===== src/hdl/tcc_defines.vh =====
// Register map, field positions, codes and timing counts for the timer channel
`ifndef TCC_DEFINES_VH
`define TCC_DEFINES_VH
// Register byte offsets
`define TCC_CTRL_OFF    12'h000
`define TCC_SMODE_OFF   12'h004
`define TCC_STATUS_OFF  12'h008
`define TCC_ENABLE_OFF  12'h00c
`define TCC_EVGEN_OFF   12'h010
`define TCC_CHCFG1_OFF  12'h014
`define TCC_CHCFG2_OFF  12'h018
`define TCC_CNT_OFF     12'h01c
`define TCC_RELOAD_OFF  12'h020
`define TCC_CCV1_OFF    12'h024
`define TCC_CCV2_OFF    12'h028
// Field positions
`define TCC_CTRL_RUN    0
`define TCC_SM_LSB      0
`define TCC_TS_LSB      4
`define TCC_EVF_LSB     1
`define TCC_OVF_LSB     9
`define TCC_IRQE_LSB    1
`define TCC_DMAE_LSB    9
`define TCC_EG_UPD      0
`define TCC_EG_CH_LSB   1
`define TCC_CF_DIR_LSB  0
`define TCC_CF_PSC_LSB  4
`define TCC_CF_FLT_LSB  8
`define TCC_CF_MODE_LSB 12
`define TCC_CF_POL      16
`define TCC_CF_EN       17
`define TCC_CF_PRE      18
// Codes
`define TCC_DIR_OUT     2'h0
`define TCC_DIR_OWN     2'h1
`define TCC_DIR_OTHER   2'h2
`define TCC_MODE_HOLD   3'h0
`define TCC_MODE_SET    3'h1
`define TCC_MODE_CLR    3'h2
`define TCC_MODE_TOG    3'h3
`define TCC_MODE_FLOW   3'h4
`define TCC_MODE_FHIGH  3'h5
`define TCC_TS_CH1EDGE  3'h5
`define TCC_TS_CH2EDGE  3'h6
`define TCC_SMS_RESET   3'h4
// Reset values
`define TCC_RELOAD_RST  16'hffff
`define TCC_CFG_RST     19'h00000
// Filter sample clock: period in ns, kernel period in ns, derived divider
`define TCC_DTS_NS      8
`define TCC_PCLK_NS     8
`define TCC_DTS_DIV     ((`TCC_DTS_NS + `TCC_PCLK_NS - 1) / `TCC_PCLK_NS)
`endif


===== src/hdl/tcc_input_stage.v =====
// Input stage: synchroniser and sample-count digital filter for one input
`timescale 1ns/100ps
module tcc_input_stage (
  // Clock and reset
  input  wire       pclk,
  input  wire       presetn,
  // Raw pin and sample tick
  input  wire       pin_in,
  input  wire       sample_tick,
  // Filter setting
  input  wire [3:0] filter_code,
  // Filtered level
  output reg        filtered_input
);
  reg       sync1_reg;    // First synchroniser stage
  reg       sync2_reg;    // Second synchroniser stage
  reg [4:0] run_reg;      // Samples seen at the new level

  // Required run length for a filter code, zero means no filter
  function [5:0] filt_len;
    input [3:0] code;
    begin
      filt_len = {1'b0, code, 1'b0} + 6'h02;
    end
  endfunction

  // Two-flop synchroniser
  always @(posedge pclk or negedge presetn) begin
    if (!presetn) begin
      sync1_reg <= 1'b0;
      sync2_reg <= 1'b0;
    end else begin
      sync1_reg <= pin_in;
      sync2_reg <= sync1_reg;
    end
  end

  // Filter accepts a level after enough equal samples
  always @(posedge pclk or negedge presetn) begin
    if (!presetn) begin
      run_reg        <= 5'h00;
      filtered_input <= 1'b0;
    end else if (filter_code == 4'h0) begin
      // Unfiltered: follow the synchronised level
      run_reg        <= 5'h00;
      filtered_input <= sync2_reg;
    end else if (sample_tick) begin
      if (sync2_reg == filtered_input) begin
        // Level unchanged, restart the run
        run_reg <= 5'h00;
      end else if ({1'b0, run_reg} + 6'h01 >= filt_len(filter_code)) begin
        // Enough consecutive samples, accept level
        run_reg        <= 5'h00;
        filtered_input <= sync2_reg; // [RULE11]
      end else begin
        run_reg <= run_reg + 5'h01;
      end
    end
  end
endmodule


===== src/hdl/tcc_timer.v =====
// Two-channel capture/compare timer core with APB register access
//
// Summary of operation
// [RULE1] Software accesses reach only the preload value
// [RULE2] Capture latches counter to shadow, then preload; here shadow and preload both take the counter in the same cycle
// [RULE3] Compare uses shadow copied from preload
// [RULE4] Sample, filter, edge detect, prescale before capture
// [RULE5] Capture stores counter on valid capture event
// [RULE6] Capture sets event flag, irq, dma requests
// [RULE7] Capture with flag set raises overcapture
// [RULE8] Event flag cleared by zero write or read
// [RULE9] Overcapture cleared only by zero write
// [RULE10] Nonzero direction makes input, value read-only
// [RULE11] Filter code 0011 needs eight equal samples
// [RULE12] Polarity zero selects rising edges
// [RULE13] Prescaler code 00 captures every transition
// [RULE14] Capture only while channel enable set
// [RULE15] Event generate bit fakes a capture event
// [RULE16] Two captures share one input, opposite edges
// [RULE17] Direction 10 routes other channel input
// [RULE18] Trigger 101, slave 100 resets counter
// [RULE19] Only channels 1 and 2 feed trigger
// [RULE20] Mode 101 forces reference high, 100 low
// [RULE21] Polarity applied only at output end
// [RULE22] Forced output still compares and flags
// [RULE23] Update event loads preloads into shadows
// [RULE24] Value registers are 16 bits wide
//
// The implementer's own choices: the address map and the APB interface to the registers.
`timescale 1ns/100ps
`include "tcc_defines.vh"
module tcc_timer (
  // APB clock and reset
  input  wire        pclk,
  input  wire        presetn,
  // APB slave
  input  wire        psel,
  input  wire        penable,
  input  wire        pwrite,
  input  wire [11:0] paddr,
  input  wire [31:0] pwdata,
  output reg  [31:0] prdata,
  output reg         pready,
  output reg         pslverr,
  // Channel pins
  input  wire [1:0]  timer_input,
  output reg  [1:0]  channel_output,
  // Requests
  output reg         irq,
  output reg  [1:0]  dma_req
);
  reg        run_reg;          // Counter enable
  reg [2:0]  slave_mode_reg;   // slave_mode_select
  reg [2:0]  trig_sel_reg;     // trigger_select
  reg [15:0] cnt_reg;          // Running counter
  reg [15:0] reload_reg;       // Reload value
  reg [1:0]  irq_en_reg;       // channel_irq_enable
  reg [1:0]  dma_en_reg;       // channel_dma_enable
  reg [3:0]  tick_cnt_reg;     // Sample clock divider
  reg        tick_reg;         // filter_sample_clock tick
  reg        upd_gen_reg;      // Software update request
  reg [1:0]  ch_gen_reg;       // channel_event_generate pulses

  wire [37:0] cfg_all;         // Both channel configurations
  wire [1:0]  filtered_input;  // Per input filtered levels
  wire [1:0]  edge_detected;   // Per channel edge pulses
  wire [1:0]  flag_all;        // channel_event_flag per channel
  wire [1:0]  ovf_all;         // overcapture_flag per channel
  wire [31:0] pre_all;         // Preload values
  wire [1:0]  set_all;         // Flag set pulses
  wire [1:0]  ref_all;         // compare_reference per channel

  // Transfer phases
  wire setup_ph = psel & ~penable;
  wire wr_acc   = psel & penable & pready & pwrite;
  wire rd_acc   = psel & penable & pready & ~pwrite;

  // Input direction test used by several paths
  function is_input;
    input [1:0] dir;
    begin
      is_input = (dir != `TCC_DIR_OUT); // [RULE10]
    end
  endfunction

  // Address hit test
  function hit;
    input [11:0] a;
    input [11:0] off;
    begin
      hit = (a == off);
    end
  endfunction

  // Trigger from the selected channel edge, only channels 1 and 2
  wire trig_pulse = (trig_sel_reg == `TCC_TS_CH1EDGE) ? edge_detected[0] :
                    (trig_sel_reg == `TCC_TS_CH2EDGE) ? edge_detected[1] :
                    1'b0; // [RULE18] [RULE19]
  wire slave_rst  = (slave_mode_reg == `TCC_SMS_RESET) & trig_pulse;
  wire cnt_wrap   = run_reg & (cnt_reg == reload_reg);
  wire upd_event  = cnt_wrap | upd_gen_reg;

  // Sample clock divider
  always @(posedge pclk or negedge presetn) begin
    if (!presetn) begin
      tick_cnt_reg <= 4'h0;
      tick_reg     <= 1'b0;
    end else if ({28'h0, tick_cnt_reg} >= (`TCC_DTS_DIV - 1)) begin
      tick_cnt_reg <= 4'h0;
      tick_reg     <= 1'b1;
    end else begin
      tick_cnt_reg <= tick_cnt_reg + 4'h1;
      tick_reg     <= 1'b0;
    end
  end

  // Counter with reload and slave reset
  always @(posedge pclk or negedge presetn) begin
    if (!presetn) begin
      cnt_reg <= 16'h0000;
    end else if (slave_rst) begin
      // Reset mode clears on trigger
      cnt_reg <= 16'h0000; // [RULE18]
    end else if (wr_acc && hit(paddr, `TCC_CNT_OFF)) begin
      cnt_reg <= pwdata[15:0];
    end else if (upd_gen_reg || cnt_wrap) begin
      cnt_reg <= 16'h0000;
    end else if (run_reg) begin
      cnt_reg <= cnt_reg + 16'h0001;
    end
  end

  // Global control registers
  always @(posedge pclk or negedge presetn) begin
    if (!presetn) begin
      run_reg        <= 1'b0;
      slave_mode_reg <= 3'h0;
      trig_sel_reg   <= 3'h0;
      reload_reg     <= `TCC_RELOAD_RST;
      irq_en_reg     <= 2'h0;
      dma_en_reg     <= 2'h0;
      upd_gen_reg    <= 1'b0;
      ch_gen_reg     <= 2'h0;
    end else begin
      // Generate bits are one-cycle pulses
      upd_gen_reg <= 1'b0;
      ch_gen_reg  <= 2'h0;
      if (wr_acc) begin
        if (hit(paddr, `TCC_CTRL_OFF)) begin
          run_reg <= pwdata[`TCC_CTRL_RUN];
        end else if (hit(paddr, `TCC_SMODE_OFF)) begin
          slave_mode_reg <= pwdata[`TCC_SM_LSB +: 3];
          trig_sel_reg   <= pwdata[`TCC_TS_LSB +: 3];
        end else if (hit(paddr, `TCC_ENABLE_OFF)) begin
          irq_en_reg <= pwdata[`TCC_IRQE_LSB +: 2];
          dma_en_reg <= pwdata[`TCC_DMAE_LSB +: 2];
        end else if (hit(paddr, `TCC_EVGEN_OFF)) begin
          upd_gen_reg <= pwdata[`TCC_EG_UPD];
          ch_gen_reg  <= pwdata[`TCC_EG_CH_LSB +: 2]; // [RULE15]
        end else if (hit(paddr, `TCC_RELOAD_OFF)) begin
          reload_reg <= pwdata[15:0];
        end
      end
    end
  end

  // Per channel logic
  genvar i;
  generate
    for (i = 0; i < 2; i = i + 1) begin : g_ch
      reg  [18:0] cfg_reg;     // Channel configuration
      reg  [15:0] pre_reg;     // Preload value, software view
      reg  [15:0] shadow_reg;  // Shadow value
      reg         flag_reg;    // channel_event_flag
      reg         ovf_reg;     // overcapture_flag
      reg         ref_reg;     // compare_reference
      reg         sel_d_reg;   // Previous selected level
      reg  [2:0]  psc_reg;     // Prescaler event count
      wire [1:0]  dir  = cfg_reg[`TCC_CF_DIR_LSB +: 2];
      wire [1:0]  psc  = cfg_reg[`TCC_CF_PSC_LSB +: 2];
      wire [2:0]  mode = cfg_reg[`TCC_CF_MODE_LSB +: 3];
      wire        pol  = cfg_reg[`TCC_CF_POL];
      wire        en   = cfg_reg[`TCC_CF_EN];
      wire        pre  = cfg_reg[`TCC_CF_PRE];
      wire [11:0] cfg_off = i ? `TCC_CHCFG2_OFF : `TCC_CHCFG1_OFF;
      wire [11:0] ccv_off = i ? `TCC_CCV2_OFF : `TCC_CCV1_OFF;
      // Own input or the other channel input
      wire sel_lvl = (dir == `TCC_DIR_OWN)   ? filtered_input[i] :
                     (dir == `TCC_DIR_OTHER) ? filtered_input[1-i] :
                     1'b0; // [RULE17] [RULE16]
      // Polarity 0 rising, 1 falling
      wire edge_p = pol ? (sel_d_reg & ~sel_lvl)
                        : (~sel_d_reg & sel_lvl); // [RULE12] [RULE4]
      // Prescaler: 2^code valid transitions per capture
      wire [2:0] psc_max = (3'h1 << psc) - 3'h1;
      wire psc_hit = edge_p & (psc_reg == psc_max); // [RULE13]
      wire capture = is_input(dir) & en & psc_hit; // [RULE14] [RULE5]
      wire match   = ~is_input(dir) & (cnt_reg == shadow_reg); // [RULE3]
      wire set_ev  = capture | match | ch_gen_reg[i]; // [RULE22] [RULE15]
      wire ccv_wr  = wr_acc & hit(paddr, ccv_off) & ~is_input(dir);
      wire ccv_rd  = rd_acc & hit(paddr, ccv_off) & is_input(dir);
      wire st_wr   = wr_acc & hit(paddr, `TCC_STATUS_OFF);

      assign edge_detected[i] = edge_p;
      assign cfg_all[19*i +: 19] = cfg_reg;
      assign pre_all[16*i +: 16] = pre_reg;
      assign flag_all[i] = flag_reg;
      assign ovf_all[i]  = ovf_reg;
      assign set_all[i]  = set_ev;
      assign ref_all[i]  = ref_reg;

      // Edge detector history and prescaler count
      always @(posedge pclk or negedge presetn) begin
        if (!presetn) begin
          sel_d_reg <= 1'b0;
          psc_reg   <= 3'h0;
        end else begin
          sel_d_reg <= sel_lvl;
          if (!is_input(dir) || !en) begin
            psc_reg <= 3'h0;
          end else if (psc_hit) begin
            psc_reg <= 3'h0;
          end else if (edge_p) begin
            psc_reg <= psc_reg + 3'h1; // [RULE4]
          end
        end
      end

      // Configuration, preload and shadow values
      always @(posedge pclk or negedge presetn) begin
        if (!presetn) begin
          cfg_reg    <= `TCC_CFG_RST;
          pre_reg    <= 16'h0000;
          shadow_reg <= 16'h0000;
        end else begin
          if (wr_acc && hit(paddr, cfg_off)) begin
            cfg_reg <= pwdata[18:0];
          end
          if (capture) begin
            // Counter into shadow and preload in the same cycle
            shadow_reg <= cnt_reg; // [RULE2]
            pre_reg    <= cnt_reg; // [RULE2]
          end else begin
            if (ccv_wr) begin
              pre_reg <= pwdata[15:0]; // [RULE1] [RULE24]
            end
            if (!is_input(dir) && (!pre || upd_event)) begin
              shadow_reg <= pre_reg; // [RULE23] [RULE3]
            end
          end
        end
      end

      // Flags: hardware set beats software clear
      always @(posedge pclk or negedge presetn) begin
        if (!presetn) begin
          flag_reg <= 1'b0;
          ovf_reg  <= 1'b0;
        end else begin
          if (set_ev) begin
            flag_reg <= 1'b1; // [RULE6]
          end else if (ccv_rd) begin
            flag_reg <= 1'b0; // [RULE8]
          end else if (st_wr && !pwdata[`TCC_EVF_LSB + i]) begin
            flag_reg <= 1'b0; // [RULE8]
          end
          if ((capture || ch_gen_reg[i]) && is_input(dir) && flag_reg) begin
            ovf_reg <= 1'b1; // [RULE7]
          end else if (st_wr && !pwdata[`TCC_OVF_LSB + i]) begin
            ovf_reg <= 1'b0; // [RULE9]
          end
        end
      end

      // Reference waveform, active high
      always @(posedge pclk or negedge presetn) begin
        if (!presetn) begin
          ref_reg <= 1'b0;
        end else if (mode == `TCC_MODE_FHIGH) begin
          ref_reg <= 1'b1; // [RULE20]
        end else if (mode == `TCC_MODE_FLOW) begin
          ref_reg <= 1'b0; // [RULE20]
        end else if (match) begin
          case (mode)
            `TCC_MODE_SET: begin
              ref_reg <= 1'b1;
            end
            `TCC_MODE_CLR: begin
              ref_reg <= 1'b0;
            end
            `TCC_MODE_TOG: begin
              ref_reg <= ~ref_reg;
            end
            default: begin
              ref_reg <= ref_reg;
            end
          endcase
        end
      end
    end
  endgenerate

  // One input stage per pin, filter taken from the owning channel
  generate
    for (i = 0; i < 2; i = i + 1) begin : g_in
      tcc_input_stage tcc_input_stage_inst (
        .pclk           (pclk),
        .presetn        (presetn),
        .pin_in         (timer_input[i]),
        .sample_tick    (tick_reg),
        .filter_code    (cfg_all[19*i + `TCC_CF_FLT_LSB +: 4]),
        .filtered_input (filtered_input[i])
      );
    end
  endgenerate

  // Output pins, requests and interrupt
  always @(posedge pclk or negedge presetn) begin
    if (!presetn) begin
      channel_output <= 2'h0;
      irq            <= 1'b0;
      dma_req        <= 2'h0;
    end else begin
      // Polarity only at the end of the chain, gated by enable
      channel_output[0] <= cfg_all[`TCC_CF_EN] &
                           (ref_all[0] ^ cfg_all[`TCC_CF_POL]); // [RULE21]
      channel_output[1] <= cfg_all[19 + `TCC_CF_EN] &
                           (ref_all[1] ^ cfg_all[19 + `TCC_CF_POL]);
      irq     <= |(flag_all & irq_en_reg); // [RULE6]
      dma_req <= set_all & dma_en_reg; // [RULE6]
    end
  end

  // APB answer: decoded in setup, ready in access phase
  always @(posedge pclk or negedge presetn) begin
    if (!presetn) begin
      prdata  <= 32'h00000000;
      pready  <= 1'b0;
      pslverr <= 1'b0;
    end else if (setup_ph) begin
      pready  <= 1'b1;
      pslverr <= 1'b0;
      prdata  <= 32'h00000000;
      if (hit(paddr, `TCC_CTRL_OFF)) begin
        prdata[`TCC_CTRL_RUN] <= run_reg;
      end else if (hit(paddr, `TCC_SMODE_OFF)) begin
        prdata[`TCC_SM_LSB +: 3] <= slave_mode_reg;
        prdata[`TCC_TS_LSB +: 3] <= trig_sel_reg;
      end else if (hit(paddr, `TCC_STATUS_OFF)) begin
        prdata[`TCC_EVF_LSB +: 2] <= flag_all;
        prdata[`TCC_OVF_LSB +: 2] <= ovf_all;
      end else if (hit(paddr, `TCC_ENABLE_OFF)) begin
        prdata[`TCC_IRQE_LSB +: 2] <= irq_en_reg;
        prdata[`TCC_DMAE_LSB +: 2] <= dma_en_reg;
      end else if (hit(paddr, `TCC_EVGEN_OFF)) begin
        prdata <= 32'h00000000;
      end else if (hit(paddr, `TCC_CHCFG1_OFF)) begin
        prdata[18:0] <= cfg_all[18:0];
      end else if (hit(paddr, `TCC_CHCFG2_OFF)) begin
        prdata[18:0] <= cfg_all[37:19];
      end else if (hit(paddr, `TCC_CNT_OFF)) begin
        prdata[15:0] <= cnt_reg;
      end else if (hit(paddr, `TCC_RELOAD_OFF)) begin
        prdata[15:0] <= reload_reg;
      end else if (hit(paddr, `TCC_CCV1_OFF)) begin
        prdata[15:0] <= pre_all[15:0]; // [RULE1]
      end else if (hit(paddr, `TCC_CCV2_OFF)) begin
        prdata[15:0] <= pre_all[31:16]; // [RULE1]
      end else begin
        // Unmapped address
        pslverr <= 1'b1;
      end
    end else begin
      pready  <= 1'b0;
      pslverr <= 1'b0;
    end
  end
endmodule


===== config.mk =====
export PLATFORM = sky130hd
export DESIGN_NAME = tcc_timer
export DESIGN_NICKNAME = d
export VERILOG_FILES = /design/src/hdl/tcc_input_stage.v /design/src/hdl/tcc_timer.v
export VERILOG_INCLUDE_DIRS = /design/src /design/src/hdl
export SDC_FILE = /design/constraint.sdc
export NUM_CORES = 1
export LEC_CHECK = 0
export BUFFER_PORTS_ARGS = -buffer_cell sky130_fd_sc_hd__buf_2
export CAP_MARGIN = 0
export CORE_AREA = 3 3 149 151
export DETAILED_ROUTE_END_ITERATION = 7
export DIE_AREA = 0 0 152 154
export PLACE_DENSITY = 0.79
export SYNTH_ARGS = -nofsm -noshare
export SYNTH_HDL_FRONTEND = slang
export SYNTH_SLANG_ARGS = --single-unit

===== constraint.sdc =====
create_clock -name pclk -period 2.22 [get_ports pclk]
set_input_delay 0.444 -clock pclk [delete_from_list [all_inputs] [get_ports pclk]]
set_output_delay 0.444 -clock pclk [all_outputs]
set_load 0.05 [all_outputs]

## Yosys cells after proc, flatten, opt, wreduce, memory -nomap -nowiden

Cells that the tools add are included.

| storage, ports and cells | value |
|---|---|
| memories kept | 0 |
| input port bits | 51 |
| bits in registers | 218 |
| bits in latches | 0 |
| logic and storage cells | 314 |
| output and inout bits | 39 |
| bits in read-only memories | 0 |
| memory bits (writable) | 0 |

| operators by class | value |
|---|---|
| $add $sub $neg | 11 |
| reduce and logical (&&, ||, !) cells | 63 |
| shifts and indexed selects | 2 |
| muxes and demuxes | 107 |
| $mul | 0 |
| order comparisons | 2 |
| eq/ne operators | 36 |
| bitwise operators | 53 |
| divide/modulo/power cells | 0 |

Operators by type and width:

| cell | number |
|---|---|
| 16-bit two-way mux | 17 |
| 1-bit two-way mux | 54 |
| 12-bit by 5-bit == test with 1-bit output (second input constant) | 4 |
| 16-bit == test | 3 |
| 5-bit two-way mux | 8 |
| 19-bit two-way mux | 2 |
| 12-bit by 6-bit == test with 1-bit output (second input constant) | 3 |
| 31-bit two-way mux | 1 |
| 1-bit bitwise AND | 30 |
| 3-bit two-way mux | 9 |
| 12-bit by 4-bit == test with 1-bit output (second input constant) | 2 |
| 2-bit nonzero test | 12 |
| 3-bit == test (second input constant) | 7 |
| 2-bit two-way mux | 9 |
| 3-bit nonzero test | 6 |
| 16-bit by 1-bit adder with 16-bit output (second input constant) | 1 |
| 8-bit two-way mux | 2 |
| 1-bit inverter | 14 |
| 1-bit logical AND | 13 |
| 5-bit by 1-bit adder with 6-bit output (second input constant) | 2 |
| 5-bit by 2-bit adder with 6-bit output (second input constant) | 2 |
| 12-bit by 3-bit == test with 1-bit output (second input constant) | 1 |
| 3-bit by 2-bit == test with 1-bit output (second input constant) | 4 |
| 6-bit greater-or-equal comparator | 2 |
| 27 further kinds | 66 |

## Longest topological paths before layout

Gate-level depths: netlist of the first run.

| logic depth | value |
|---|---|
| word-level depth | 13 |
| mapped depth | 10 |
| gate-level depth less buffers | 9 |

## Hierarchy

From an unflattened synthesis of the first run, not the netlist that was laid out.

| second synthesis, totals | value |
|---|---|
| cell total of the unflattened synthesis | 1146 |
| area, all modules | 11488.5 sq um |

Modules (own cells, without submodules):

| module | cells an instance | area each (sq um) | instances |
|---|---|---|---|
| tcc_timer | 1028 | 10327.4 | 1 |
| tcc_input_stage | 59 | 580.6 | 2 |

## Least setup slack after synthesis of the first run

Ideal clock, no wire load.

| path | value |
|---|---|
| kind | register to register |
| from | register g_in[0].tcc_input_stage_inst.run_reg[0] |
| to | register g_in[0].tcc_input_stage_inst.filtered_input |
| slack | -0.022 ns |
| clock period less this slack | 2.242 ns |
| stages on the path, launching flop included | 10 |
| path buffers | 0 |
| arrival | 2.117 ns |
| cell sequence | dfrtp_1 > ha_1 > inv_1 > ha_1 > a21bo_2 > a21o_1 > a21oi_1 > nor2_1 > o31ai_1 > mux2_2 |

| between the ends | value |
|---|---|
| cells in the longest elaborated chain, start to end | 4 |

RTL lines:

| what | line | source |
|---|---|---|
| from (decl) | tcc_input_stage.v:17 | `reg [4:0] run_reg;` |
| from (signal assigned) | tcc_input_stage.v:56 | `run_reg <= run_reg + 5'h01;` |
| 5-bit by 1-bit adder with 6-bit output | tcc_input_stage.v:51 | `end else if ({1'b0, run_reg} + 6'h01 >= filt_len(filter_code)) begin` |
| 6-bit greater-or-equal comparator | tcc_input_stage.v:51 |  |
| 2-bit nonzero test (no line) | -- |  |
| 3-bit AND reduction (no line) | -- |  |
| to (signal assigned) | tcc_input_stage.v:46 | `filtered_input <= sync2_reg;` |
| to (signal assigned) | tcc_input_stage.v:54 | `filtered_input <= sync2_reg;` |
| to (decl) | tcc_input_stage.v:13 | `output reg filtered_input` |

Every way passes these cells.
A chain may end at the register's enable or synchronous reset.

## Worst setup path after layout of the first run

| path | value |
|---|---|
| from | register g_in[0].tcc_input_stage_inst.run_reg[1] |
| to | register g_in[0].tcc_input_stage_inst.run_reg[1] |

| between the ends | value |
|---|---|
| cells in the longest elaborated chain, start to end | 6 |

RTL lines:

| what | line | source |
|---|---|---|
| 5-bit by 1-bit adder with 6-bit output | tcc_input_stage.v:51 |  |
| 6-bit greater-or-equal comparator | tcc_input_stage.v:51 |  |
| 5-bit two-way mux (*) | tcc_input_stage.v:51 |  |
| 5-bit two-way mux (*) | tcc_input_stage.v:48 | `if (sync2_reg == filtered_input) begin` |
| 5-bit two-way mux (*) | tcc_input_stage.v:47 | `end else if (sample_tick) begin` |
| 5-bit two-way mux (*) | tcc_input_stage.v:43 | `end else if (filter_code == 4'h0) begin` |

Mark *: on every way between the ends. The rest lies on a longest branch, timed or not. The select of a mux whose other input is x is not followed.

==> summary.md, run 1 <==
| Metric | Value |
|---|---|
| Status | `complete, but fails checks` |
| Failing checks | `setup timing` |
| EDFF count, synth | `0` |
| Crit-path slowest cell | `a2111o_1` |
| Pwr dens | `632 nW/um^2` |
| Post-synth top area share | `0.412` |
| Max reg flops | `38` |
| Input/output buffers | `between 60 and 70` |
| Avg Cell Area, Syn | `9.83 sq um` |
| Post-route minimum period | `approximately 2.3 ns` |
| Hold path depth | `1` |
| First-pass GRT wire length | `53.8 mm` |
| Clk buf depth | `3` |
| Slew at the pin with the worst max-slew slack | `0.600 ns` |
| Rows | `53` |
| GRT overflow | `0` |
| Clk pwr share | `0.490` |
| Core Box Area | `21000 sq um` |
| GPL Wtd Cong | `slightly above 0.9` |
| Max Freq | `431 MHz` |
| Max-slew violations | `0` |
| Clock Tree Root | `clkbuf_16` |
| Sw Share | `0.236` |
| Sw Pwr | `2.12 mW` |
| CTS Sinks | `205` |
| DR vias/cell | `6.16` |
| Seq pwr share | `0.427` |
| Worst path cell trace | `ha_1 > inv_2 > ha_4 > a21bo_2 > a21o_1 > a21oi_2 > o21bai_1 > a2111o_1 > o21ai_1` |
| Nets@finish | `1395` |
| Number of setup violations in the final report | `8` |
| Initial drt markers | `roughly 1100` |
| Yosys cell types | `72` |
| Max-Cap Viols | `0` |
| WP buf/inv | `1` |
| H-tree depth | `1` |
| Setup CP Type | `reg2reg` |
| Post-Syn Instances | `between 1000 and 1500` |
| Setup Skew | `0.0172 ns` |
| P_int | `6.86 mW` |
| Initial core utilization | `0.548` |
| Antenna-violating nets left | `0` |
| TritonCTS clock tree | `yes` |
| Fraction of layout instances using a drive strength above 1 | `0.300` |
| Die Y | `154 um` |
| Reg clk slew, reported paths | `0.06 ns` |
| Max_slew headroom | `0.599` |
| Critical Path Fanout Max | `5` |
| Top post-synthesis cells by area | `dfrtp_1 41%, mux2_2 6.6%, nand2_1 4.8%` |
| Die X | `152 um` |
| Post-Place Setup Slack | `-0.123 ns` |
| DRC | `0` |
| Area Growth Syn to Fin | `23.7%` |
| Num ports | `90` |
| Synthesized flop and latch total | `205` |
| WL per Instance | `between 20 and 25 um` |
| Gr usage total | `0.287` |
| Min-Delay Path Class | `in2reg` |
| Synthesis Warnings | `0` |
| Most instantiated library cell after synthesis | `dfrtp_1` |
| Worst-Skew Late Latency | `0.52 ns` |
| Largest area contributor in the netlist | `dfrtp_1` |
| Crit path DAT | `between 2 and 3 ns` |
| Required @ worst endpoint | `2.65 ns` |
| Post-synth top cells | `189 x dfrtp_1, 148 x nand2_1, 81 x a21oi_1` |
| Die area | `around 23000 sq um` |
| CP Depth | `9` |
| Setup_tns | `-0.462 ns` |
| Final hold vios | `0` |
| Largest delay share family, worst path | `compound AO/OA/AOI/OAI gates` |
| Startpoint Class | `flip-flop` |
| Fraction of registers with async set or reset after synthesis | `1.00` |
| Largest net degree at the start of global routing | `53` |
| RSZ-0062 raised after global routing | `true` |
| Finished Layout Cells | `around 1600` |
| Final WS setup | `-0.102 ns` |
| CP Capture Type | `flip-flop` |
| DP HPWL | `between 20 and 25 mm` |
| Initial DRT Pass Iterations | `5` |
| Post-Place Cells | `1559` |
| Leakage | `6.48 nW` |
| Vias in the first global route | `between 9000 and 10000` |
| Final critical-path share of the clock period | `1.05` |
| Total CTS buffers | `24` |
| Via count | `~10000` |
| Post-synthesis sequential area ratio | `0.448` |
| Top FF cell, synth | `dfrtp_1` |
| VDD IR-drop max | `between 0.5 and 0.6 mV` |
| Filler cell count | `between 1500 and 2000` |
| Logic gate share of total power | `0.083` |
| Initial antenna violation count | `1` |
| Post-Route WL | `about 35 mm` |
| Largest stage delay on the critical path | `0.45 ns` |
| Reg2reg path depth | `9` |
| Post-Syn Area | `11500 sq um` |
==> cells by family after synthesis <==
kind of cell / synth area share
XOR/XNOR: 0.0496
flip-flops: 0.448
multiplexers: 0.112
AO/OA/AOI/OAI: 0.159
AND/OR/NAND/NOR: 0.157
adder cells (fa/ha/maj): 0.0207
other: 0.000654
buffers and inverters: 0.0522
==> layout make-up <==
type,instances,area (sq um),share of cell area
Clock inverter,11,188,0.0132
Tap cell,275,344,0.0242
Multi-Input combinational cell,863,6030,0.424
Clock buffer,33,706,0.0497
Timing Repair Buffer,207,1690,0.119
Inverter,24,90.1,0.00634
Sequential cell,205,5150,0.363
Antenna cell,2,5.00,0.000352
==> power groups by stage <==
stage                     registers (mW)  logic (mW)  clock network [mW]
after global placement              3.89       0.625                   0
after global routing                3.83       0.806                4.60
after floorplan                     3.90       0.310                   0
after CTS                           3.83       0.680                4.44
after detailed placement            3.89       0.638                   0
final                               3.83       0.746                4.40
==> layout by cell type, fill, tap and decap left out, types with 14 or more instances in the layout <==
master     synthesis  layout
inv_1             24      23
a22oi_1           26      26
buf_12             0      20
dfrtp_1          189     186
dfstp_2           16      16
nor3_1            17      16
buf_4             18     118
xor2_1            45      40
nand3_1           29      28
a31oi_1           37      37
conb_1             2      14
xnor2_1           20      17
o21ai_0           64      57
ha_1              19      16
a21oi_1           81      77
mux2_2            67      64
clkbuf_16          0      26
mux2i_1           53      50
nor2_1            71      70
nand2_1          148     147
buf_2             29      62
==> metrics by stage <==
step           hold slack, ns  area, sq um  power (mW)   util
5_1_grt                0.0305        14200        9.24  0.678
4_1_cts                0.0293        13900        8.95  0.665
6_report               0.0406        14200        8.98  0.678
2_1_floorplan           0.148        11500        4.21      -
3_5_place_dp            0.340        12900        4.53  0.616
3_3_place_gp            0.337        12900        4.52  0.616
==> final timing paths <==
check | startpoint | to | slack, ns
max | g_in[0].tcc_input_stage_inst.run_reg[1] | g_in[0].tcc_input_stage_inst.run_reg[1] | -0.10
min | timer_input[1] | g_in[1].tcc_input_stage_inst.sync1_reg | 0.04
max reg2reg | g_in[0].tcc_input_stage_inst.run_reg[1] | g_in[0].tcc_input_stage_inst.run_reg[1] | -0.10
min reg2reg | g_in[0].tcc_input_stage_inst.sync1_reg | g_in[0].tcc_input_stage_inst.sync2_reg | 0.35
max in group asynchronous | presetn | reload_reg[4] | 1.09
min in group asynchronous | presetn | g_in[0].tcc_input_stage_inst.run_reg[0] | 0.43
==> what timing repair did <==
item                       in CTS  in global routing
cloned                          0                  1
gates resized for setup        21                 35
pin swaps                      17                 30
buffers inserted                5                  8
hold endpoints to repair       40                  0
hold buffers                    1                  0
setup endpoints to repair      44                 42
==> metal layers <==
layer	up-vias	wire, um	track usage	part of all wire
met5	-	0	0	0
met4	0	1800	0.140	0.051
met3	128	2970	0.0456	0.085
met2	568	16300	0.463	0.47
met1	4832	14000	0.379	0.40
li1	4447	-	-	-
No activity file was read; power rests on OpenSTA's default activity.
==> inputs of run 2 (changes only) <==
PLACE_DENSITY = 0.73   (was 0.79)
SETUP_SLACK_MARGIN = 0.3   (was default)
==> summary.md, run 2 (same netlist as run 1, synthesis figures left out) <==
| Metric | Value |
|---|---|
| Post-Route WL | `34.9 mm (-0.31%)` |
| Diode count | `0 (-2)` |
| DRC | `0 (unchanged)` |
| Reg clk slew, reported paths | `0.06 ns (about the same)` |
| First-pass GRT wire length | `54.9 mm (+2.0%)` |
| Most frequent cells in the layout | `179 x dfrtp_1, 148 x nand2_1, 110 x buf_4, 77 x a21oi_1, 67 x nor2_1` |
| Max Freq | `450 MHz (+4.5%)` |
| DR vias/cell | `6.11 (-0.74%)` |
| Status | `complete, but fails checks` |
| Antenna-violating nets left | `0 (unchanged)` |
| Post-placement cell area | `13000 sq um (+0.56%)` |
| Final Cell Area | `14500 sq um (+2.1%)` |
| GRT overflow | `0 (unchanged)` |
| Finished Layout Cells | `1617 (-0.19%)` |
| Hold path depth | `1 (unchanged)` |
| Slew at the pin with the worst max-slew slack | `0.619 ns (+0.0187 ns)` |
| Min-Delay Path Class | `in2reg` |
| Min-delay src | `timer_input[0]` |
| Post-route minimum period | `2.22 ns (-0.0994 ns)` |
| WL per Instance | `21.6 um (-0.12%)` |
| Initial DRT Pass Iterations | `5 (unchanged)` |
| Crit path DAT | `2.63 ns (-0.12 ns)` |
| Critical Path Fanout Max | `3 (-2)` |
| GPL Wtd Cong | `0.963 (+4.8%)` |
| Required @ worst endpoint | `2.62 ns (-0.03 ns)` |
| Worst setup path start | `g_in[0].tcc_input_stage_inst.run_reg[1]` |
| RR Startpoint | `g_in[0].tcc_input_stage_inst.run_reg[1]` |
| Clock Tree Root | `clkbuf_16` |
| Final WS setup | `-0.00285 ns (+0.0994 ns)` |
| Die Y | `154 um (unchanged)` |
| Commonest non-fill, non-tap cell in the layout | `dfrtp_1` |
| Fraction of layout instances using a drive strength above 1 | `0.329 (+0.0293)` |
| Clk buf depth | `3 (unchanged)` |
| Failing checks | `setup timing` |
| Via count | `9883 (-0.92%)` |
| Vias in the first global route | `9844 (+1.4%)` |
| Total CTS buffers | `24 (unchanged)` |
| Setup CP Type | `reg2reg` |
| Max-Cap Viols | `0 (unchanged)` |
| Max reg flops | `38 (unchanged)` |
| Util after Layout | `0.692 (+0.0140)` |
| Input/output buffers | `63 (unchanged)` |
| VDD IR-drop max | `0.535 mV (-10%)` |
| Largest net degree at the start of global routing | `66 (+25%)` |
| Initial drt markers | `898 (-19%)` |
| Startpoint Class | `flip-flop` |
| Initial antenna violation count | `0 (-1)` |
| Die X | `152 um (unchanged)` |
| CTS Sinks | `205 (unchanged)` |
| TritonCTS clock tree | `yes` |
| Max_slew headroom | `0.586 (-0.0134)` |
| H-tree depth | `1 (unchanged)` |
| R2r setup slk | `-0.003 ns (+0.10 ns)` |
| Reg2reg path depth | `9 (unchanged)` |
| Worst-Skew Late Latency | `0.54 ns (+0.02 ns)` |
| Final critical-path share of the clock period | `1.00 (-0.0448)` |
| Rows | `53 (unchanged)` |
| Gr usage total | `0.291 (+0.00455)` |
| DP HPWL | `24.4 mm (+0.74%)` |
| Nets@finish | `1394 (-0.072%)` |
| Setup Skew | `0.0251 ns (+0.00782 ns)` |
| Filler cell count | `1629 (+7.2%)` |
| Power, Total | `8.72 mW (-2.9%)` |
| Die area | `23400 sq um (unchanged)` |
| Pwr dens | `602 nW/um^2 (-4.8%)` |
| Final hold vios | `0 (unchanged)` |
| RSZ-0062 raised after global routing | `true` |
| Core Box Area | `21000 sq um (unchanged)` |
| Max-slew violations | `0 (unchanged)` |
| Post-Place Cells | `1552 (-0.45%)` |
| Area Growth Syn to Fin | `26.2%` |
| Number of setup violations in the final report | `2 (-6)` |
| Initial core utilization | `0.548 (unchanged)` |
| Post-Place Setup Slack | `-0.0553 ns (+0.0677 ns)` |
| Num ports | `90 (unchanged)` |
| Leakage | `6.47 nW (about the same)` |
| CP Capture Type | `flip-flop` |
## run 2: cell type report
cell class / instances / area, sq um / area share
multi-input cells: 863 / 6310 / 0.435
clock inverters: 7 / 103 / 0.00708
clock buffers: 37 / 739 / 0.0510
inverters: 24 / 90.1 / 0.00621
flip-flops and latches: 205 / 5160 / 0.356
repair buffers: 206 / 1750 / 0.120
well taps: 275 / 344 / 0.0237
## run 2: timing repair
action,4_1_cts,5_1_grt
cloned,3,1
setup buffers,11,5
hold endpoints to repair,27,0
hold buffers,1,0
resized for setup,56,35
endpoints found under the setup margin,100,104
pin swaps,24,37
## run 2: worst paths after layout
kind | to
max in group asynchronous | reload_reg[8]
setup / recovery | g_in[0].tcc_input_stage_inst.filtered_input
min in group asynchronous | g_ch[0].cfg_reg[10]
hold reg to reg | g_in[0].tcc_input_stage_inst.sync2_reg
hold / removal | g_in[0].tcc_input_stage_inst.sync1_reg
setup reg to reg | g_in[0].tcc_input_stage_inst.filtered_input
## run 2: critical path, stage by stage, from the launching register on
cell and delay (ns):
dfrtp_1 0.40, ha_1 0.31, inv_2 0.08, ha_4 0.19, a21bo_2 0.19, a21o_1 0.16
a21oi_2 0.13, nor2_1 0.06, o31ai_2 0.27, mux2_4 0.32
## run 2: through the flow
stage | hold slack (ns) | setup TNS [ns]
6_report | 0.0286 | -0.00480
3_5_place_dp | 0.342 | -0.503
2_1_floorplan | 0.148 | 0
4_1_cts | 0.0181 | 0
5_1_grt | 0.0209 | -0.829
3_3_place_gp | 0.338 | -0.0443
## run 2: per-layer routing
metal,GRT usage,share of wire,vias up
li1,-,-,4453
met4,0.107,0.043,0
met5,0,0,-
met2,0.482,0.48,439
met3,0.0374,0.071,94
met1,0.396,0.41,4897
## run 2: where the power goes
part           leakage (nW)  switching, mW  internal (mW)  total, mW
clock network         0.413           1.61           2.53       4.14
logic                  3.66          0.471          0.259      0.731
registers              2.40         0.0609           3.79       3.85
